**src/logic/tio_pkg.sv**
```systemverilog
// Purpose: Shared constants of the timed I/O port
// Assumes: Avalon-MM byte addresses, one 32-bit word each
// Notes:   Control state resets to zero
package tio_pkg;
    // Register byte addresses
    localparam logic [7:0] ADDR_CTRL   = 8'h00;
    localparam logic [7:0] ADDR_DATA   = 8'h04;
    localparam logic [7:0] ADDR_TIME   = 8'h08;
    localparam logic [7:0] ADDR_COUNT  = 8'h0C;
    localparam logic [7:0] ADDR_STAMP  = 8'h10;
    localparam logic [7:0] ADDR_STATUS = 8'h14;
    localparam logic [7:0] ADDR_COND   = 8'h18;
    localparam logic [7:0] ADDR_CLKCFG = 8'h20;
    // Control field positions
    localparam int CTRL_EN     = 0;
    localparam int CTRL_DIR    = 1;
    localparam int CTRL_OD     = 2;
    localparam int CTRL_WID    = 3;
    localparam int CTRL_CSEL   = 6;
    localparam int CTRL_STROBE = 9;
    localparam int CTRL_COND   = 10;
    // Status field positions
    localparam int STAT_VALID = 0;
    localparam int STAT_PEND  = 1;
    localparam int STAT_EVENT = 2;
    localparam int STAT_BUSY  = 3;
    // Clock block config fields
    localparam int CLK_SRCPIN = 8;
    localparam int NUM_CLKBLK = 6;
    // Width codes: 1, 4, 8, 16, 32 bits
    localparam logic [2:0] WID_1  = 3'h0;
    localparam logic [2:0] WID_4  = 3'h1;
    localparam logic [2:0] WID_8  = 3'h2;
    localparam logic [2:0] WID_16 = 3'h3;
    localparam logic [2:0] WID_32 = 3'h4;
    // Condition modes
    localparam logic [1:0] COND_NONE = 2'h0;
    localparam logic [1:0] COND_EQ   = 2'h1;
    localparam logic [1:0] COND_NEQ  = 2'h2;
    // Reset values
    localparam logic [2:0]  CSEL_RESET = 3'h0;
    localparam logic [31:0] WORD_RESET = 32'h0000_0000;
    // Port states, one-hot
    typedef enum logic [2:0] {
        TIO_IDLE = 3'b001,
        TIO_HOLD = 3'b010,
        TIO_RUN  = 3'b100
    } tio_state_e;
endpackage

```
**src/logic/tio_clkblk.sv**
```systemverilog
// Purpose: One programmable clock block producing a tick
// Assumes: Clock pin is synchronous to ref_clk
// Notes:   Tick rate is source rate over divide plus one
`timescale 1ns/100ps
module tio_clkblk (
    // Clock and reset
    input  wire logic       ref_clk,
    input  wire logic       reset,
    // Configuration
    input  wire logic       src_pin,
    input  wire logic [7:0] divide,
    // Source pin and tick
    input  wire logic       clock_pin,
    output logic            tick
);
    // Whole state of the block
    typedef struct packed {
        logic       prev;
        logic [7:0] cnt;
        logic       tick;
    } tio_clk_s;

    tio_clk_s st;       // Registered state
    tio_clk_s next_st;  // Next state
    logic     src_edge; // One source edge

    // Source edge and divider
    always_comb begin
        next_st = st;
        next_st.prev = clock_pin;
        next_st.tick = 1'b0;
        // pin as source
        src_edge = src_pin ? (clock_pin && !st.prev) : 1'b1;
        // optional division
        if (src_edge) begin
            if (st.cnt >= divide) begin
                next_st.cnt  = 8'h00;
                next_st.tick = 1'b1;
            end else begin
                next_st.cnt = st.cnt + 8'h01;
            end
        end
    end

    // State register
    always_ff @(posedge ref_clk) begin
        if (reset) begin
            st <= '0;
        end else begin
            st <= next_st;
        end
    end

    assign tick = st.tick;
endmodule

```
**src/logic/tio_port.sv**
```systemverilog
// Purpose: Timed I/O port with serialiser and clock blocks
// Assumes: Pins and strobe are synchronous to ref_clk
// Notes:   Avalon-MM slave, reads wait one cycle
// Behaviour
// Widths 1 to 32, one direction
// Drive pins, sample with optional condition
// Processor accesses finish in one cycle; reads here take one wait state
// Open drain: zero pulls, one floats
// Open drain chosen per whole port
// Serialiser plus transfer register buffer data
// Sixteen bit counter times transfers
// Counter readable at any time
// Hold transfer until counter meets target
// Timestamp stored on every transfer
// Enabled link disables overlapping port
// Narrower port owns shared pins
// Unshared wider pins remain usable
// Transfers always at full width
// Six clock blocks, first is reference
// Other blocks run at own rate
// One-bit pin may source clock block
// Pin clock optionally divided
// Input strobe qualifies incoming data
// Output strobe accompanies driven data
// After reset port uses block zero
// Pin conditions raise events, no interrupts
// Counter steps per tick, wraps
// All port actions on selected tick
`timescale 1ns/100ps
module tio_port (
    // Clock and reset
    input  wire logic        ref_clk,
    input  wire logic        reset,
    // Avalon-MM slave
    input  wire logic [7:0]  avs_address,
    input  wire logic        avs_read,
    input  wire logic        avs_write,
    input  wire logic [31:0] avs_writedata,
    output logic      [31:0] avs_readdata,
    output logic             avs_waitrequest,
    // Port pins
    input  wire logic [31:0] pin_in,
    output logic      [31:0] pin_out,
    output logic      [31:0] pin_oe_n,
    // Pin sharing
    input  wire logic [31:0] pin_taken,
    input  wire logic        link_en,
    // Clock source pin
    input  wire logic        clock_pin,
    // Strobes and events
    input  wire logic        strobe_input_qualifier,
    output logic             strobe_output_qualifier,
    output logic             port_event
);
    // Whole state of the port
    typedef struct packed {
        logic                   en;
        logic                   dir_out;
        logic                   od;
        logic [2:0]             wid;
        logic [2:0]             clk_sel;
        logic                   strobe_en;
        logic [1:0]             cond_mode;
        logic [31:0]            cond;
        logic [4:0][8:0]        clkcfg;
        tio_pkg::tio_state_e    state;
        logic [31:0]            sr;
        logic [31:0]            xfer;
        logic [5:0]             sc;
        logic [15:0]            count;
        logic [15:0]            target;
        logic [15:0]            stamp;
        logic                   armed;
        logic                   pend;
        logic                   valid;
        logic                   evt;
        logic [31:0]            pin_val;
        logic [31:0]            pin_out;
        logic [31:0]            pin_oe_n;
        logic                   strobe;
        logic                   event_out;
        logic                   rd_ack;
        logic [31:0]            readdata;
    } tio_port_s;

    tio_port_s   st;        // Registered state
    tio_port_s   next_st;   // Next state
    logic [5:0]  ticks;     // Tick per clock block
    logic        port_tick; // Selected tick, enabled
    logic        xfer_now;  // Transfer moment
    logic        time_ok;   // Timed hold satisfied
    logic        strobe_ok; // Input qualified
    logic [31:0] mask;      // Pins of this width
    logic [5:0]  wbits;     // Bits per tick
    logic [5:0]  nshift;    // Ticks per word
    logic [31:0] pins_m;    // Masked pin sample
    logic [63:0] shifted;   // Input shift helper
    logic [31:0] rd_mux;    // Read data select
    logic        cond_hit;  // Condition met
    logic        bus_wr;    // Write taken
    logic        bus_rd;    // Read taken

    // block zero is the reference
    assign ticks[0] = 1'b1;

    // five programmable blocks
    genvar g;
    generate
        for (g = 1; g < tio_pkg::NUM_CLKBLK; g++) begin : g_clk
            tio_clkblk u_clk (
                .ref_clk   (ref_clk),
                .reset     (reset),
                .src_pin   (st.clkcfg[g-1][tio_pkg::CLK_SRCPIN]),
                .divide    (st.clkcfg[g-1][7:0]),
                .clock_pin (clock_pin),
                .tick      (ticks[g])
            );
        end
    endgenerate

    // width decode, always full width
    always_comb begin
        unique case (st.wid)
            tio_pkg::WID_4:  begin mask = 32'h0000_000F; wbits = 6'h04; nshift = 6'h08; end
            tio_pkg::WID_8:  begin mask = 32'h0000_00FF; wbits = 6'h08; nshift = 6'h04; end
            tio_pkg::WID_16: begin mask = 32'h0000_FFFF; wbits = 6'h10; nshift = 6'h02; end
            tio_pkg::WID_32: begin mask = 32'hFFFF_FFFF; wbits = 6'h20; nshift = 6'h01; end
            default:         begin mask = 32'h0000_0001; wbits = 6'h01; nshift = 6'h20; end
        endcase
    end

    // selected tick drives everything
    assign port_tick = st.en && !link_en && ticks[(st.clk_sel > 3'h5) ? 3'h0 : st.clk_sel];
    // armed transfers wait for target
    assign time_ok   = !st.armed || (st.count == st.target);
    // strobe gates sampling
    assign strobe_ok = !st.strobe_en || strobe_input_qualifier;
    assign pins_m    = pin_in & mask;
    assign shifted   = {pins_m, st.sr} >> wbits;
    assign cond_hit  = (st.cond_mode == tio_pkg::COND_EQ) ? (pins_m == (st.cond & mask))
                                                         : (pins_m != (st.cond & mask));
    assign bus_wr    = avs_write;
    assign bus_rd    = avs_read && !st.rd_ack;

    // Read data select
    always_comb begin
        rd_mux = tio_pkg::WORD_RESET;
        unique case (avs_address)
            tio_pkg::ADDR_CTRL:   rd_mux = {20'h00000, st.cond_mode, st.strobe_en, st.clk_sel,
                                            st.wid, st.od, st.dir_out, st.en};
            tio_pkg::ADDR_DATA:   rd_mux = st.xfer;
            tio_pkg::ADDR_TIME:   rd_mux = {16'h0000, st.target};
            // live counter
            tio_pkg::ADDR_COUNT:  rd_mux = {16'h0000, st.count};
            tio_pkg::ADDR_STAMP:  rd_mux = {16'h0000, st.stamp};
            tio_pkg::ADDR_STATUS: rd_mux = {28'h0000000, st.state != tio_pkg::TIO_IDLE,
                                            st.evt, st.pend, st.valid};
            tio_pkg::ADDR_COND:   rd_mux = st.cond;
            8'h20, 8'h24, 8'h28, 8'h2C, 8'h30:
                rd_mux = {23'h000000, st.clkcfg[avs_address[4:2]]};
            default:              rd_mux = tio_pkg::WORD_RESET;
        endcase
    end

    // Next state: bus, then port, then bus writes
    always_comb begin
        next_st = st;
        next_st.event_out = 1'b0;
        next_st.strobe = 1'b0;
        next_st.rd_ack = 1'b0;
        xfer_now = 1'b0;
        // read answered next cycle
        if (bus_rd) begin
            next_st.rd_ack = 1'b1;
            next_st.readdata = rd_mux;
            if (avs_address == tio_pkg::ADDR_DATA) begin
                next_st.valid = 1'b0;
            end
        end
        // Sticky event cleared by writing one
        if (bus_wr && avs_address == tio_pkg::ADDR_STATUS && avs_writedata[tio_pkg::STAT_EVENT]) begin
            next_st.evt = 1'b0;
        end
        if (port_tick) begin
            // counter wraps naturally
            next_st.count = st.count + 16'h0001;
            unique case (st.state)
                tio_pkg::TIO_IDLE, tio_pkg::TIO_HOLD: begin
                    if (!time_ok) begin
                        next_st.state = tio_pkg::TIO_HOLD;
                    end else if (st.dir_out) begin
                        if (st.pend) begin
                            // load serialiser, stamp
                            next_st.sr = st.xfer;
                            next_st.sc = nshift;
                            next_st.pend = 1'b0;
                            next_st.armed = 1'b0;
                            next_st.stamp = st.count;
                            next_st.state = tio_pkg::TIO_RUN;
                            xfer_now = 1'b1;
                        end
                    end else if (st.cond_mode != tio_pkg::COND_NONE) begin
                        // conditional sample raises event
                        if (cond_hit) begin
                            next_st.xfer = pins_m;
                            next_st.valid = 1'b1;
                            next_st.evt = 1'b1;
                            next_st.event_out = 1'b1;
                            next_st.stamp = st.count;
                            next_st.armed = 1'b0;
                            next_st.cond_mode = tio_pkg::COND_NONE;
                            next_st.state = tio_pkg::TIO_IDLE;
                            xfer_now = 1'b1;
                        end
                    end else begin
                        // Start deserialising
                        next_st.sc = nshift;
                        next_st.armed = 1'b0;
                        next_st.state = tio_pkg::TIO_RUN;
                    end
                end
                tio_pkg::TIO_RUN: begin
                    if (st.dir_out) begin
                        // shift out one slice
                        next_st.pin_val = st.sr & mask;
                        next_st.sr = st.sr >> wbits;
                        // strobe with data
                        next_st.strobe = st.strobe_en;
                        next_st.sc = st.sc - 6'h01;
                        if (st.sc == 6'h01) begin
                            next_st.state = tio_pkg::TIO_IDLE;
                        end
                    end else if (strobe_ok) begin
                        // qualified input slice
                        next_st.sr = shifted[31:0];
                        next_st.sc = st.sc - 6'h01;
                        if (st.sc == 6'h01) begin
                            // word done
                            next_st.xfer = shifted[31:0];
                            next_st.valid = 1'b1;
                            next_st.evt = 1'b1;
                            next_st.event_out = 1'b1;
                            next_st.stamp = st.count;
                            next_st.sc = nshift;
                            xfer_now = 1'b1;
                        end
                    end
                end
                default: next_st.state = tio_pkg::TIO_IDLE;
            endcase
        end
        // Bus writes below win over port updates; a port event beats the event clear above
        if (bus_wr) begin
            unique case (avs_address)
                tio_pkg::ADDR_CTRL: begin
                    next_st.en        = avs_writedata[tio_pkg::CTRL_EN];
                    // one direction per port
                    next_st.dir_out   = avs_writedata[tio_pkg::CTRL_DIR];
                    // per-port open drain
                    next_st.od        = avs_writedata[tio_pkg::CTRL_OD];
                    next_st.wid       = avs_writedata[tio_pkg::CTRL_WID +: 3];
                    next_st.clk_sel   = avs_writedata[tio_pkg::CTRL_CSEL +: 3];
                    next_st.strobe_en = avs_writedata[tio_pkg::CTRL_STROBE];
                    next_st.cond_mode = avs_writedata[tio_pkg::CTRL_COND +: 2];
                    next_st.state     = tio_pkg::TIO_IDLE;
                    next_st.sc        = 6'h00;
                end
                tio_pkg::ADDR_DATA: begin
                    if (st.dir_out) begin
                        next_st.xfer = avs_writedata;
                        next_st.pend = 1'b1;
                    end
                end
                tio_pkg::ADDR_TIME: begin
                    // arm next transfer
                    next_st.target = avs_writedata[15:0];
                    next_st.armed  = 1'b1;
                end
                tio_pkg::ADDR_COND: next_st.cond = avs_writedata;
                8'h20, 8'h24, 8'h28, 8'h2C, 8'h30:
                    next_st.clkcfg[avs_address[4:2]] = avs_writedata[8:0];
                default: next_st.en = st.en;
            endcase
        end
        // pin ownership, R4 open drain
        next_st.pin_oe_n = ~({32{next_st.en && next_st.dir_out && !link_en}} & mask & ~pin_taken
                             & ~({32{next_st.od}} & next_st.pin_val));
        next_st.pin_out = next_st.pin_val & ~{32{next_st.od}};
    end

    // State register
    always_ff @(posedge ref_clk) begin
        if (reset) begin
            st <= '0;
            st.state <= tio_pkg::TIO_IDLE;
            // reset onto block zero
            st.clk_sel <= tio_pkg::CSEL_RESET;
            st.pin_oe_n <= 32'hFFFF_FFFF;
        end else begin
            st <= next_st;
        end
    end

    // Outputs from flip-flops, except waitrequest, which comes from avs_read
    assign avs_readdata            = st.readdata;
    assign avs_waitrequest         = bus_rd;
    assign pin_out                 = st.pin_out;
    assign pin_oe_n                = st.pin_oe_n;
    assign strobe_output_qualifier = st.strobe;
    assign port_event              = st.event_out;
endmodule
```
**config.mk**
```make
export PLATFORM = sky130hd
export DESIGN_NAME = tio_port
export DESIGN_NICKNAME = d
export VERILOG_FILES = /design/src/logic/tio_pkg.sv /design/src/logic/tio_clkblk.sv /design/src/logic/tio_port.sv
export SDC_FILE = /design/constraint.sdc
export NUM_CORES = 1
export LEC_CHECK = 0
export BUFFER_PORTS_ARGS = -buffer_cell sky130_fd_sc_hd__buf_2
export CAP_MARGIN = 20
export CELL_PAD_IN_SITES_DETAIL_PLACEMENT = 1
export CELL_PAD_IN_SITES_GLOBAL_PLACEMENT = 1
export CORE_ASPECT_RATIO = 1.1
export CORE_MARGIN = 4
export CORE_UTILIZATION = 45
export CTS_CLUSTER_SIZE = 8
export DETAILED_ROUTE_END_ITERATION = 16
export PLACE_DENSITY = 0.91
export SETUP_SLACK_MARGIN = 0.15
export SLEW_MARGIN = 20
export SYNTH_ARGS = -nofsm -noshare
export SYNTH_HDL_FRONTEND = slang
export SYNTH_SLANG_ARGS = --single-unit
export TNS_END_PERCENT = 100
```
**constraint.sdc**
```tcl
create_clock -name ref_clk -period 3.7 [get_ports ref_clk]
set_clock_uncertainty 0.2 [all_clocks]
set_input_delay 0.185 -clock ref_clk [delete_from_list [all_inputs] [get_ports ref_clk]]
set_output_delay 0.185 -clock ref_clk [all_outputs]
set_load 0.05 [all_outputs]
```
After elaboration in Yosys (flattened, before gate mapping). Index checks and enable logic that the tools add are counted.

Register bits: 391. Input bits: 111. Word-level logic and storage cells: 253.

$add $sub $neg: 7. Order comparisons: 9. Eq/ne operators: 34. Shift operators: 2. Multiplexer cells: 105. Bitwise operators: 20. Reductions and logical operators: 34.

Operators by type and width (count): $mux 32 (11); $and 32x32->32 (8); $pmux 32 s8 (1); $mux 70 (2); $pmux 70 s2 (1); $not 32->32 (4); $pmux 32 s4 (1); $mux 92 (1); $mux 89 (1); $mux 38 (2); $mux 16 (4); $shr 64x6->32 (1); $pmux 6 s4 (2); $bwmux 45 (1); $mux 45 (1); $add 8x1->8 const B (5); $eq 8x6->1 const B (5); $ge 8x8->1 (5); $mux 8 (5); $mux 36 (1); $mux 35 (1); $mux 17 (2); $mux 33 (1); $eq 32x32->1 (1); 46 further kinds (144).

Longest topological paths before layout.
Depth after elaboration: 19. Gate-level depth with buffers: 13.

Hierarchy. Synthesis repeated with hierarchy kept, for this count alone.

Cell total of the unflattened synthesis: 2559. Area, all modules: 21092.7 µm².

By module, submodules not included: tio_port (times used 1, cells each 2184, area an instance 17695.7 µm², sequential area each 6906.6 µm²); tio_clkblk (times used 5, cells each 75, area an instance 679.4 µm², sequential area each 200.2 µm²).

Least setup slack after synthesis. No wires, ideal clock.

Kind: flip-flop to flip-flop. Start point: register st[170] (netlist bit). End point: register st[194] (netlist bit). Library setup time: 0.132 ns. Arrival time: 2.460 ns. Path slack: 0.908 ns. Stages on the path, launching flop included: 12. Path buffers: 2. Clock period less this slack: 2.792 ns. Cells stage by stage: dfxtp_1 -> clkbuf_1 -> xnor2_1 -> nand4_1 -> o41a_1 -> nor2_1 -> nand2_1 -> mux2i_2 -> o21ai_2 -> buf_2 -> a221oi_1 -> nor3_1.

Cells in the longest elaborated chain, start to end: 8.

Ends and longest elaborated chain: from (decl) (line tio_port.sv:86) `tio_port_s st;`; from (signal assigned) (line tio_port.sv:300) `st <= next_st;`; $eq 16x16->1 (*) (line tio_port.sv:135) `assign time_ok = !st.armed || (st.count == st.target);`; $logic_or 1x1->1 (*) (line tio_port.sv:135); $mux 70 (*) (line tio_port.sv:189) `if (!time_ok) begin`; $pmux 70 s2 (*) (line tio_port.sv:187) `unique case (st.state)`; $mux 89 (*) (line tio_port.sv:184) `if (port_tick) begin`; $mux 32 (line tio_port.sv:269) `if (st.dir_out) begin`; $mux 32 (line tio_port.sv:254) `unique case (avs_address)`; $mux 38 (*) (line tio_port.sv:253) `if (bus_wr) begin`.

Mark *: on every way between the ends. The rest lies on a longest branch, timed or not. The select of a mux whose other input is x is not followed. A chain may end at the register's enable or synchronous reset.

Final worst setup path.
Start point: register st[341] (netlist bit). End point: register st[208] (netlist bit).

Cells in the longest elaborated chain, start to end: 14. Elaborated cells between the ends (all ways): 24.

Ends and longest elaborated chain: $eq 3x3->1, or another cell as far along (line tio_port.sv:123) `unique case (st.wid)`; $pmux 32 s4 (line tio_port.sv:123); $and 32x32->32, on equally long branches (line tio_port.sv:138, tio_port.sv:140, tio_port.sv:141); $ne 32x32->1 / $eq 32x32->1 (equally long branches) (line tio_port.sv:141, tio_port.sv:140); $mux 1 (line tio_port.sv:140) `assign cond_hit = (st.cond_mode == tio_pkg::COND_EQ) ? (pins_m == (st.cond & mask))`; $mux 32 (line tio_port.sv:204) `if (cond_hit) begin`; $mux 32 (line tio_port.sv:202) `end else if (st.cond_mode != tio_pkg::COND_NONE) begin`; $mux 32 (line tio_port.sv:191) `end else if (st.dir_out) begin`; $mux 70 (line tio_port.sv:189); $pmux 70 s2 (*) (line tio_port.sv:187); $mux 89 (*) (line tio_port.sv:184); $mux 32 (line tio_port.sv:269); $mux 32 (line tio_port.sv:254); $mux 38 (*) (line tio_port.sv:253).

Marks and branches as above.

==> summary.md <==
| Metric | Value |
|---|---|
| Status | completed |
| Ys flop type | dfxtp_1 |
| Synth Area in Simple Gates | 20.1% |
| LEAKAGE | 9.03 nW |
| Top cells by area, synth | dfxtp_1 (37%), nor2_1 (6.8%), mux2i_1 (5.6%), a21oi_1 (5.4%), nand2_1 (4.9%) |
| Peak VDD IR | 0.347 mV |
| Tcrit/Tclk final | 93.7% |
| Library cells used by synthesis | 76 |
| CTS max path bufs | 3 |
| HPWL after DPL | 61.9 mm |
| Clock share of power | 49.2% |
| Global-route usage over all layers | 35.5% |
| Final setup fails | 0 |
| Pre-antenna DRT Iters | 8 |
| Minimum clock period | 3.47 ns |
| CP Max Fanout | 80 |
| Slew headroom | 38.9% |
| Die height | 235 um |
| Area Overhead vs Synth | 17.0% |
| Critical path required time | 3.95 ns |
| Vias in the first global route | 23044 |
| Cell Rows | 82 |
| Seq/Total Area, Yosys | 37.2% |
| H-tree depth | 2 |
| Most common cell after layout, fill and taps aside | dfxtp_1 |
| Fin. Hold Viols | 0 |
| Chip width | 214 um |
| Largest family of logic cells by synthesized area | compound AO/OA/AOI/OAI gates |
| Synth Area in Adders | 2.86% |
| Post-route DRC | 0 |
| Fraction of layout cells with a size suffix above 1 | 14.6% |
| Max-cap violations | 0 |
| Setup TNS | 0 ns |
| Net switching power | 0.00225 W |
| Fraction of registers with async set/reset | 0% |
| CTS tree | yes |
| Worst hold path class | primary input to register |
| Pwr/cell area | 374 mW/mm2 |
| Number of port buffers | 209 |
| Cell-internal power | 0.00696 W |
| Core Box Area | 0.0459 mm2 |
| Sw frac | 24.4% |
| Most frequent cells in the layout | dfxtp_1 (389), nor2_1 (378), nand2_1 (277) |
| Num CTS Buffers | 54 |
| Comb pwr share | 4.9% |
| Crit path kind | register to register |
| Vias | 22262 |
| Compound-Gate Fraction of Synth Area | 20.9% |
| R2R Setup Slk | 0.23 ns |
| Via/cell ratio | 6.51 |
| Largest net degree at the start of global routing | 129 |
| XOR/XNOR Fraction of Synth Area | 4.21% |
| Syn Inst Count | 2663 |
| Clk_lat worst skew | 0.65 ns |
| Number of flops mapped to enable cells by yosys | 0 |
| Initial Util | 45.8% |
| Fmax | 288 MHz |
| Mux share of post-synthesis cell area | 6.34% |
| Worst setup SP type | register |
| Worst Setup End Kind | register |
| Synth area leader | dfxtp_1 |
| Avg WL per Cell | 27.3 um |
| Filler Cell Count | 5433 |
| Synth Register Bits | 391 |
| Mean Syn Cell Area | 7.89 um2 |
| Antenna violations before repair | 3 |
| Die footprint | 0.0502 mm2 |
| Total gr overflow | 0 |
| Tightest Pin Transition | 0.908 ns |
| Worst Hold Margin | 0.0505 ns |
| Clk root buf | clkbuf_16 |
| Synthesized area | 0.0210 mm2 |
| Arrival @ worst endpoint | 3.72 ns |
| Clk sinks | 391 |
| Routed WL | 93.4 mm |
| Post-Syn Nets | 2822 |
| Yosys warns | 0 |
| Fin. max-slew vios | 0 |
| Post CTS Setup Buffer Count | 0 |
| Iter 0 DRT Violations | 2661 |
| Worst-path clk slew | 0.05 ns |
| Unrepaired setup endpoints after global routing | false |
| First-pass GRT wire length | 142 mm |
| Seq pwr share | 45.9% |
| Post-synth top area share | 37.2% |
| Nets | 2987 |
| Final Wtd Congestion | 0.981 |
| Post-route ant nets | 0 |
| # IOs | 210 |
==> repair_timing <==
action / 4_1_cts / 5_1_grt
endpoints found under the hold margin: 234 / 0
hold buffers: 108 / 0
resized for setup: 0 / 8
endpoints found under the setup margin: 0 / 25
==> power groups by stage <==
stage	clock network, W	registers, W	logic, W
after floorplan	0	0.00431	0.000158
after global placement	0	0.00431	0.000335
after detailed placement	0	0.00431	0.000339
after CTS	0.00452	0.00423	0.000426
after global routing	0.00472	0.00422	0.000465
final	0.00453	0.00423	0.000451
==> per-layer routing <==
layer  part of all wire (%)  track usage (%)  up-vias  routed length (um)
met5                  0.020                0        -                  19
met4                    7.6             22.4        4                7110
met3                    9.4             7.88      471                8810
met2                     46             58.4     1432               43100
met1                     37             42.3    10796               34300
li1                       -                -     9559                   -
==> path summary, 6_finish.rpt <==
check,endpoint,from,depth (start not counted)
hold / removal,st[32]$_SDFF_PP0_,avs_read,4
setup / recovery,st[208]$_SDFF_PP0_,st[341]$_SDFFE_PP0P_,9
hold reg to reg,avs_readdata[29]$_SDFFE_PP0P_,avs_readdata[29]$_SDFFE_PP0P_,2
setup reg to reg,st[208]$_SDFF_PP0_,st[341]$_SDFFE_PP0P_,9
==> worst max-delay path, stage by stage, from the launching register on <==
cell and delay, ns:
dfxtp_2 0.45, buf_12 0.34, nor3b_2 0.50, nor3_2 0.15, mux2i_1 0.42, a211oi_1 0.16, o21ai_0 0.45, o21ai_0 0.23
a221oi_1 0.27, nor4_1 0.07
==> cell families after synthesis <==
kind of cell               Yosys count
and+or+nand+nor                    941
muxes                              129
DFF                                391
AOI/OAI and AO/OA                  695
buffers and inverters              358
adders and majority gates           48
xor gates and xnor gates           101
==> per-stage QoR <==
step	worst slack [ns]	cells	cell area (um2)	power [W]	util (%)
after floorplan	0.908	2663	21000	0.00447	-
after global placement	0.456	3252	22000	0.00465	48.1
after detailed placement	0.283	3252	22000	0.00465	48.1
after CTS	0.230	3418	24600	0.00918	53.5
after global routing	0.156	3419	24600	0.00941	53.6
final	0.232	3419	24600	0.00921	53.6
==> synthesized netlist by cell type, drive strengths merged (4+ instances only) <==
| cell type | n |
|---|---|
| o21a | 8 |
| clkbuf | 160 |
| buf | 136 |
| a31oi | 30 |
| o21ai | 160 |
| a21oi | 228 |
| ha | 48 |
| a311o | 4 |
| a211oi | 43 |
| nor2b | 19 |
| a22o | 8 |
| nand2b | 25 |
| or2 | 13 |
| a21o | 22 |
| dfxtp | 391 |
| a22oi | 60 |
| xnor2 | 58 |
| a222oi | 13 |
| and2 | 8 |
| or3b | 4 |
| o221ai | 6 |
| nor4 | 12 |
| nand3 | 43 |
| nor2 | 384 |
| inv | 61 |
| nor3 | 47 |
| a221oi | 42 |
| a221o | 7 |
| nand4 | 32 |
| o211ai | 18 |
| a311oi | 5 |
| or3 | 12 |
| o22ai | 16 |
| xor2 | 43 |
| mux2i | 120 |
| mux2 | 7 |
| nor3b | 6 |
| nand2 | 277 |
| and3 | 51 |
==> area by class of cell <==
type	instances	area, um2	area share (%)
antenna	1	2.50	0.0102
clock inverter	3	70.1	0.285
sequential	391	7830	31.8
timing repair buffer	405	2870	11.7
clock buffer	55	1360	5.51
tap	588	736	2.99
inverter	62	233	0.946
multi-input combinational	1914	11500	46.7
Power figures use the tool's default switching activity.
